==> src/scfb_pkg.sv <==
// package: bit positions, word selects and opcode classes for the control flag bank
package scfb_pkg;
  // word selects on the control word port
  localparam logic [1:0] SCFB_SEL_SYS  = 2'h0;
  localparam logic [1:0] SCFB_SEL_PAGE = 2'h1;
  localparam logic [1:0] SCFB_SEL_EXT  = 2'h2;
  // system_control_word fields
  localparam int SCFB_PROT_BIT   = 0;
  localparam int SCFB_WAITT_BIT  = 1;
  localparam int SCFB_FPUABS_BIT = 2;
  localparam int SCFB_STALE_BIT  = 3;
  localparam int SCFB_CACHEO_BIT = 30;
  localparam int SCFB_XLAT_BIT   = 31;
  // paging_base_pointer fields
  localparam int SCFB_PWT_BIT    = 3;
  localparam int SCFB_PCD_BIT    = 4;
  // extension_control_word fields
  localparam int SCFB_V86_BIT    = 0;
  localparam int SCFB_PVI_BIT    = 1;
  localparam int SCFB_TSLOCK_BIT = 2;
  localparam int SCFB_DBGTR_BIT  = 3;
  localparam int SCFB_LP4M_BIT   = 4;
  localparam int SCFB_WIDE_BIT   = 5;
  localparam int SCFB_MCE_BIT    = 6;
  localparam int SCFB_GLOB_BIT   = 7;
  localparam int SCFB_PMC_BIT    = 8;
  // page entry global marker
  localparam int SCFB_PTE_GLOBAL_BIT = 8;
  // reset values (all flags clear)
  localparam logic [31:0] SCFB_SYS_RST  = 32'h0000_0000;
  localparam logic [31:0] SCFB_PAGE_RST = 32'h0000_0000;
  localparam logic [31:0] SCFB_EXT_RST  = 32'h0000_0000;
  // most privileged level
  localparam logic [1:0] SCFB_CPL0 = 2'h0;
  // instruction classes presented by decode
  typedef enum logic [3:0] {
    SCFB_OP_OTHER    = 4'h0,
    SCFB_OP_FLOAT    = 4'h1,
    SCFB_OP_FSYNC    = 4'h2,
    SCFB_OP_PACKED   = 4'h3,
    SCFB_OP_VECTOR   = 4'h4,
    SCFB_OP_VEC_EXMT = 4'h5,
    SCFB_OP_RDTS     = 4'h6,
    SCFB_OP_READ_PERF_COUNTER_OP    = 4'h7,
    SCFB_OP_DBG45    = 4'h8,
    SCFB_OP_CLRSW    = 4'h9,
    SCFB_OP_CTLRD    = 4'ha,
    SCFB_OP_CTLWR    = 4'hb
  } scfb_op_t;
endpackage

==> src/scfb_if.sv <==
// interface: decoded flag view passed from the bank to the trap checker
`timescale 1ns/1ps
`default_nettype none
interface scfb_flags_if;
  logic       protection_on;
  logic       wait_trap_on_switch;
  logic       fpu_absent_flag;
  logic       fpu_context_stale;
  logic       timestamp_priv_lock;
  logic       dbg_reg_alias_trap;
  logic       perf_counter_read_any;
  modport bank (output protection_on, wait_trap_on_switch, fpu_absent_flag, fpu_context_stale,
                output timestamp_priv_lock, dbg_reg_alias_trap, perf_counter_read_any);
  modport chk  (input protection_on, wait_trap_on_switch, fpu_absent_flag, fpu_context_stale,
                input timestamp_priv_lock, dbg_reg_alias_trap, perf_counter_read_any);
endinterface
`default_nettype wire

==> src/scfb_trap_check.sv <==
// trap checker: classifies one decoded instruction against the current flags
`timescale 1ns/1ps
`default_nettype none
module scfb_trap_check
  import scfb_pkg::*;
(
  // flag view
  scfb_flags_if.chk        flg,
  // instruction under test
  input  wire scfb_op_t    op_i,
  input  wire logic [1:0]  cpl_i,
  // verdicts
  output logic             cop_fault_o,
  output logic             bad_op_fault_o,
  output logic             gp_fault_o
);
  logic priv0;
  assign priv0 = (cpl_i == SCFB_CPL0);

  // one verdict per class, combinational; the bank registers it, so decode sees it one cycle later
  always_comb begin
    cop_fault_o    = 1'b0;
    bad_op_fault_o = 1'b0;
    gp_fault_o     = 1'b0;
    case (op_i)
      SCFB_OP_FLOAT: begin
        cop_fault_o = flg.fpu_absent_flag | flg.fpu_context_stale;
      end
      SCFB_OP_FSYNC: begin
        cop_fault_o = flg.wait_trap_on_switch & flg.fpu_context_stale;
      end
      SCFB_OP_PACKED, SCFB_OP_VECTOR: begin
        // absent unit wins over the stale context: opcode fault first
        bad_op_fault_o = flg.fpu_absent_flag;
        cop_fault_o    = ~flg.fpu_absent_flag & flg.fpu_context_stale;
      end
      SCFB_OP_VEC_EXMT: begin
        cop_fault_o = 1'b0;
      end
      SCFB_OP_RDTS: begin
        gp_fault_o = flg.timestamp_priv_lock & ~priv0;
      end
      SCFB_OP_READ_PERF_COUNTER_OP: begin
        gp_fault_o = ~flg.perf_counter_read_any & ~priv0;
      end
      SCFB_OP_DBG45: begin
        bad_op_fault_o = flg.dbg_reg_alias_trap;
      end
      SCFB_OP_CLRSW, SCFB_OP_CTLRD, SCFB_OP_CTLWR: begin
        gp_fault_o = flg.protection_on & ~priv0;
      end
      default: begin
        cop_fault_o = 1'b0;
      end
    endcase
  end
endmodule
`default_nettype wire

==> src/scfb_bank.sv <==
// control flag bank: three control words and the behaviour they steer
// ----------------------------------------------------------------------------
// ----------------------------------------------------------------------------
`timescale 1ns/1ps
`default_nettype none
module scfb_bank
  import scfb_pkg::*;
#(
  parameter int PHYS_W = 36
)(
  // clock and reset
  input  wire logic              clk_i,
  input  wire logic              rst_b_i,
  // control word access from the move-to/from-control-word path
  input  wire logic              cw_wr_i,
  input  wire logic              cw_rd_i,
  input  wire logic [1:0]        cw_sel_i,
  input  wire logic [31:0]       cw_wdata_i,
  output logic      [31:0]       cw_rdata_o,
  output logic                   cw_gp_fault_o,
  // instruction check from decode
  input  wire logic              insn_valid_i,
  input  wire scfb_op_t          insn_op_i,
  input  wire logic [1:0]        cpl_i,
  output logic                   cop_fault_o,
  output logic                   bad_op_fault_o,
  output logic                   gp_fault_o,
  // task switch and machine check events
  input  wire logic              task_switch_i,
  input  wire logic              mc_event_i,
  output logic                   mc_exception_o,
  // mode outputs
  output logic                   protected_mode_o,
  output logic                   translate_o,
  output logic                   root_nocache_o,
  output logic                   root_writethrough_o,
  output logic                   v86_ext_o,
  output logic                   v86_virq_o,
  output logic                   prot_virq_o,
  output logic                   large_page_ok_o,
  output logic                   wide_phys_o,
  output logic [PHYS_W-1:0]      phys_mask_o,
  // translation buffer flush control
  input  wire logic [31:0]       tlb_entry_i,
  output logic                   tlb_flush_o,
  output logic                   tlb_keep_entry_o
);
  // --------------------------------------------------------------------------
  // word storage
  // --------------------------------------------------------------------------
  logic [31:0] sys_word, next_sys_word;
  logic [31:0] page_word, next_page_word;
  logic [31:0] ext_word, next_ext_word;
  logic        gp_q, next_gp;
  logic        cop_q, next_cop;
  logic        bad_q, next_bad;
  logic        igp_q, next_igp;
  logic        mc_q, next_mc;
  logic        flush_q, next_flush;
  logic        cop_c, bad_c, igp_c;
  logic        priv_ok;
  logic        xlat_act;
  logic        write_ok;

  scfb_flags_if flags ();

  // flag view for the checker
  assign flags.protection_on         = sys_word[SCFB_PROT_BIT];
  assign flags.wait_trap_on_switch   = sys_word[SCFB_WAITT_BIT];
  assign flags.fpu_absent_flag       = sys_word[SCFB_FPUABS_BIT];
  assign flags.fpu_context_stale     = sys_word[SCFB_STALE_BIT];
  assign flags.timestamp_priv_lock   = ext_word[SCFB_TSLOCK_BIT];
  assign flags.dbg_reg_alias_trap    = ext_word[SCFB_DBGTR_BIT];
  assign flags.perf_counter_read_any = ext_word[SCFB_PMC_BIT];

  scfb_trap_check u_check (
    .flg            (flags.chk),
    .op_i           (insn_op_i),
    .cpl_i          (cpl_i),
    .cop_fault_o    (cop_c),
    .bad_op_fault_o (bad_c),
    .gp_fault_o     (igp_c)
  );

  // privilege gate for control word moves; real mode is always allowed
  assign priv_ok  = ~sys_word[SCFB_PROT_BIT] | (cpl_i == SCFB_CPL0);
  assign xlat_act = sys_word[SCFB_PROT_BIT] & sys_word[SCFB_XLAT_BIT];
  // a translation-on write without protection is refused whole
  assign write_ok = priv_ok &
                    ~((cw_sel_i == SCFB_SEL_SYS) & cw_wdata_i[SCFB_XLAT_BIT] & ~cw_wdata_i[SCFB_PROT_BIT]);

  // --------------------------------------------------------------------------
  // next state of the words and fault pulses
  // --------------------------------------------------------------------------
  always_comb begin
    next_sys_word  = sys_word;
    next_page_word = page_word;
    next_ext_word  = ext_word;
    next_gp        = 1'b0;
    next_cop       = 1'b0;
    next_bad       = 1'b0;
    next_igp       = 1'b0;
    next_mc        = mc_event_i & ext_word[SCFB_MCE_BIT];
    next_flush     = 1'b0;
    // software writes
    if (cw_wr_i) begin
      if (!write_ok) begin
        next_gp = 1'b1;
      end else if (cw_sel_i == SCFB_SEL_SYS) begin
        next_sys_word = cw_wdata_i;
      end else if (cw_sel_i == SCFB_SEL_PAGE) begin
        next_page_word = cw_wdata_i;
        next_flush     = 1'b1; // base change flushes non-global entries
      end else if (cw_sel_i == SCFB_SEL_EXT) begin
        next_ext_word = cw_wdata_i;
      end else begin
        next_gp = 1'b1; // unmapped word select
      end
    end else if (cw_rd_i && !priv_ok) begin
      next_gp = 1'b1;
    end
    // instruction side effects
    if (insn_valid_i) begin
      next_cop = cop_c;
      next_bad = bad_c;
      next_igp = igp_c;
      if (insn_op_i == SCFB_OP_CLRSW && !igp_c) begin
        next_sys_word[SCFB_STALE_BIT] = 1'b0;
      end
    end
    // task switch: no context save, mark stale; set wins over any clear
    if (task_switch_i) begin
      next_sys_word[SCFB_STALE_BIT] = 1'b1;
      next_flush                    = 1'b1;
    end
  end

  // register the words; everything clears on reset
  always_ff @(posedge clk_i or negedge rst_b_i) begin
    if (!rst_b_i) begin
      sys_word  <= SCFB_SYS_RST;
      page_word <= SCFB_PAGE_RST;
      ext_word  <= SCFB_EXT_RST;
      gp_q      <= 1'b0;
      cop_q     <= 1'b0;
      bad_q     <= 1'b0;
      igp_q     <= 1'b0;
      mc_q      <= 1'b0;
      flush_q   <= 1'b0;
    end else begin
      sys_word  <= next_sys_word;
      page_word <= next_page_word;
      ext_word  <= next_ext_word;
      gp_q      <= next_gp;
      cop_q     <= next_cop;
      bad_q     <= next_bad;
      igp_q     <= next_igp;
      mc_q      <= next_mc;
      flush_q   <= next_flush;
    end
  end

  // --------------------------------------------------------------------------
  // read path and fault pulses
  // --------------------------------------------------------------------------
  always_comb begin
    if (cw_sel_i == SCFB_SEL_SYS) begin
      cw_rdata_o = sys_word;
    end else if (cw_sel_i == SCFB_SEL_PAGE) begin
      cw_rdata_o = page_word;
    end else if (cw_sel_i == SCFB_SEL_EXT) begin
      cw_rdata_o = ext_word;
    end else begin
      cw_rdata_o = 32'h0000_0000;
    end
  end

  assign cw_gp_fault_o  = gp_q;
  assign cop_fault_o    = cop_q;
  assign bad_op_fault_o = bad_q;
  assign gp_fault_o     = igp_q;
  assign mc_exception_o = mc_q;

  // --------------------------------------------------------------------------
  // mode and paging controls
  // --------------------------------------------------------------------------
  assign protected_mode_o = sys_word[SCFB_PROT_BIT];
  assign translate_o      = xlat_act;
  // root policy is meaningless without translation or with caches off
  assign root_nocache_o      = xlat_act & ~sys_word[SCFB_CACHEO_BIT] & page_word[SCFB_PCD_BIT];
  assign root_writethrough_o = xlat_act & ~sys_word[SCFB_CACHEO_BIT] & page_word[SCFB_PWT_BIT];
  assign v86_ext_o        = ext_word[SCFB_V86_BIT];
  assign v86_virq_o       = ext_word[SCFB_V86_BIT];
  assign prot_virq_o      = ext_word[SCFB_PVI_BIT] & sys_word[SCFB_PROT_BIT];
  assign large_page_ok_o  = ext_word[SCFB_LP4M_BIT];
  assign wide_phys_o      = ext_word[SCFB_WIDE_BIT];
  // address mask: 32 bits unless wide addresses are on
  assign phys_mask_o = ext_word[SCFB_WIDE_BIT] ? {PHYS_W{1'b1}}
                                               : {{(PHYS_W-32){1'b0}}, 32'hffff_ffff};

  // global entries survive switch and base write only with global pages on
  assign tlb_flush_o      = flush_q;
  assign tlb_keep_entry_o = ext_word[SCFB_GLOB_BIT] & tlb_entry_i[SCFB_PTE_GLOBAL_BIT];
endmodule
`default_nettype wire

==> config.mk <==
export PLATFORM = sky130hd
export DESIGN_NAME = scfb_bank
export DESIGN_NICKNAME = d
export VERILOG_FILES = /design/src/scfb_pkg.sv /design/src/scfb_if.sv /design/src/scfb_trap_check.sv /design/src/scfb_bank.sv
export SDC_FILE = /design/constraint.sdc
export NUM_CORES = 1
export LEC_CHECK = 0
export ABC_AREA = 0
export BUFFER_PORTS_ARGS = -buffer_cell sky130_fd_sc_hd__buf_4
export CAP_MARGIN = 30
export CORE_ASPECT_RATIO = 1.2
export CORE_UTILIZATION = 51
export CTS_CLUSTER_SIZE = 10
export DETAILED_ROUTE_END_ITERATION = 12
export PLACE_DENSITY_LB_ADDON = 0.1
export RECOVER_POWER = 100
export SETUP_SLACK_MARGIN = 0.3
export SKIP_CTS_REPAIR_TIMING = 1
export SYNTH_ARGS = -nofsm -noshare
export SYNTH_HDL_FRONTEND = slang
export SYNTH_SLANG_ARGS = --single-unit
export TNS_END_PERCENT = 5
==> constraint.sdc <==
create_clock -name clk_i -period 2.7 [get_ports clk_i]
set_clock_uncertainty 0.15 [all_clocks]
set_input_delay 0.135 -clock clk_i [delete_from_list [all_inputs] [get_ports clk_i]]
set_output_delay 0.135 -clock clk_i [all_outputs]
set_load 0.01 [all_outputs]
==> flow_summary.ini <==
[timing]
final_report_hold_violation_count = 1
timing.setup.tns_ns = 0
period_minus_slack_ns = 2.17
final_number_of_setup_violating_endpoints = 0
clock.fmax_ghz = 0.460
tightest_slew_ns = 1.27
final_cycle_utilization_of_the_critical_path = 0.804
slew_headroom = 0.153
rsz0062_at_grt = false
final-max-slew-violation-count = 0
hold-worst-slack_ns = -0.0238

[pwr]
p_clk_frac = 0.248
switchingPower_mw = 1.36
pwr-share-seq = 0.489
irDropWorstVdd_mv = 0.456
internal_pwr_total_mw = 3.35
leakagePower_nw = 2.73
combPwrFrac = 0.263
power_per_cell_area_nw_per_um2 = 774
p_total_mw = 4.71
sw_frac_of_total = 0.289

[synth]
synth_top_family_by_area = multiplexers
yosys.area.top_type_share = 0.512
synth_fa_ha_area_frac = 0
synth_enable_flop_cells = 0
synth.avg_cell_area_um2 = 12.4
yosys_warnings = 0
yosys.area_share.xor_xnor = 0
synth-seq-cells = 102
cell_types_occupying_the_most_area_after_synthesis = dfrtp_1 (51%), mux2_2 (19%), mux2i_1 (6.6%)
yosysSeqAreaShare = 0.512
synth_mux_area_frac = 0.282
synth-compound-area-share = 0.0499
synth-simple-area-share = 0.0665
synth_top_area_cell = dfrtp_1
syn-instance-count = 402
synth.cell_area_um2 = 4980
postSynth.topFlopCell = dfrtp_1
synthDistinctLibCells = 33
async_flop_share = 1.00

[clock_tree]
max-clock-path-buffers = 2
clock_latency_ns = 0.34
clk_pin_slew_ns = 0.06
clock_tree_from_tritoncts = yes
htreeDepth = 3
ctsRootBufferMaster = clkbuf_16
cts.sink_count = 102
cts-buffers-inserted = 9

[floorplanning]
count_of_boundary_i_o_pins = 163
die_h_um = 110
floorplan.die.width_um = 92.3
total_die_area_um2 = 10200
floorplan.rows = 39
fp.coreArea_um2 = 9520
initial_utilization = 0.524

[worst_hold_path]
hp-start = cw_wr_i
hold_class = in2reg
hold_depth = 3
min_delay_worst_endpoint = cw_gp_fault_o

[global_route]
first_global_vias = 3248
globalRoute.totalOverflow = 0
antenna_found_initial = 0
grt_start_max_net_pins = 54
gr-usage-all-layers = 0.209
grt_pass1_wl_um = 16200

[route]
drt-total-wl_um = 10300
detail_route.wirelength.met1_um = 4530
wl_met2_um = 5140
dr.pass1.iters = 7
post_drt_wl_per_cell_um = 15.6
highest_layer_used_for_signal_routing = met4
met3_wirelength_um = 451
ant_nets = 0
drt_drc_violations_left = 0
post_drt_via_cell_ratio = 5.10
route.vias.total = 3367
drt-initial-drc-count = 87

[critical_path]
ff2ff_setup_slack_ns = 0.53
cp-end-kind = flop
critPathArrivalTime_ns = 2.24
r2r_start = sys_word[0]
timing.critical_path.fanout_max = 21
type_of_the_worst_setup_path = reg2reg
cp-start-kind = flop
cp.required_ns = 2.77
r2r_end = sys_word[15]
reg2reg_depth = 4

[status]
status = finished with violations
failed_checks = hold timing

[place]
port_buffers = 99
gpl_wtd_cong = 0.772
placedCellCount = 605
hpwlAfterDp_um = 6590

[flow_run]
max_cap_viol_count = 0

[cells_and_area]
layoutNonFillerInstCount = 660
synthToLayoutAreaGrowth_pct = 22.1
drive_above_1_share = 0.291
layout.core_utilization = 0.640
number_of_nets_in_the_finished_design = 611
layout.cells.most_common_list = dfrtp_1 (102), mux2_2 (82), clkbuf_1 (54)
num_antenna_cells = 0
final_common_cell = dfrtp_1
how the worst max path moves through the flow:
stage / startpoint / endpoint / slack [ns] / cells after the start
6_report: sys_word[0] / sys_word[15] / 0.53 / 4
5_1_grt: cw_sel_i[0] / cw_rdata_o[21] / 0.42 / 6
4_1_cts: sys_word[0] / sys_word[15] / 0.67 / 4
3_5_place_dp: sys_word[0] / sys_word[15] / 0.69 / 4
3_3_place_gp: sys_word[0] / sys_word[28] / 0.73 / 4
2_1_floorplan: sys_word[0] / sys_word[30] / 0.91 / 4
cells by family (layout without fill, tap and decap cells):
kind of cell	after synthesis	in the layout
and+or+nand+nor	63	63
muxes	128	128
DFF	102	102
buffers and inverters	62	166
AOI/OAI and AO/OA	46	46
other	1	32
final cells by class:
cell class	instances	area (um2)
clock buffer	15	258
clock inverter	1	5.00
fill	842	3430
inverter	3	11.3
multi-input combinational	269	2090
sequential	102	2550
tap	123	154
timing repair buffer	147	1020
synth_stat cells (3+ instances only):
cell type  count
inv_1          3
mux2i_1       33
a21oi_1        3
mux2_2        82
and3_1         3
o21ai_0       36
buf_4         38
clkbuf_1       6
buf_6          8
nand2_1       35
nor2b_1        6
nor2_1         5
buf_2          7
mux2_1        12
and2_1         4
nor3b_1        3
dfrtp_1      102
worst max-delay path: stages, from the launching register on:
cell and delay (ns):
dfrtp_1 0.45, o21ai_0 0.26, nor4b_1 0.42, buf_4 0.39, mux2_2 0.38
flip-flops by register name (all words and copies together), names as in the netlist:
register and flops:
cop_fault_o 1, tlb_flush_o 1, cw_gp_fault_o 1, sys_word 32
gp_fault_o 1, ext_word 32, page_word 32, bad_op_fault_o 1
mc_exception_o 1
metal layers:
layer,track usage,vias to the layer above
li1,-,1592
met1,0.267,1677
met2,0.346,84
met3,0.0412,14
met4,0.0960,0
met5,0,-
through the flow:
step	instance area [um2]	hold slack [ns]	setup WS [ns]
2_1_floorplan	5100	-0.311	0.914
3_3_place_gp	5650	0.0522	0.729
3_5_place_dp	5650	0.0528	0.689
4_1_cts	5920	-0.309	0.675
5_1_grt	6090	0.00626	0.420
6_report	6090	-0.0238	0.528
power groups by stage:
stage	registers, mW	clock network [mW]	logic (mW)
2_1_floorplan	2.26	0	0.902
3_3_place_gp	2.30	0	1.32
3_5_place_dp	2.33	0	1.36
4_1_cts	2.31	1.20	1.37
5_1_grt	2.37	1.28	1.37
6_report	2.31	1.17	1.24
Note: power is estimated with default switching activity, not from simulation.
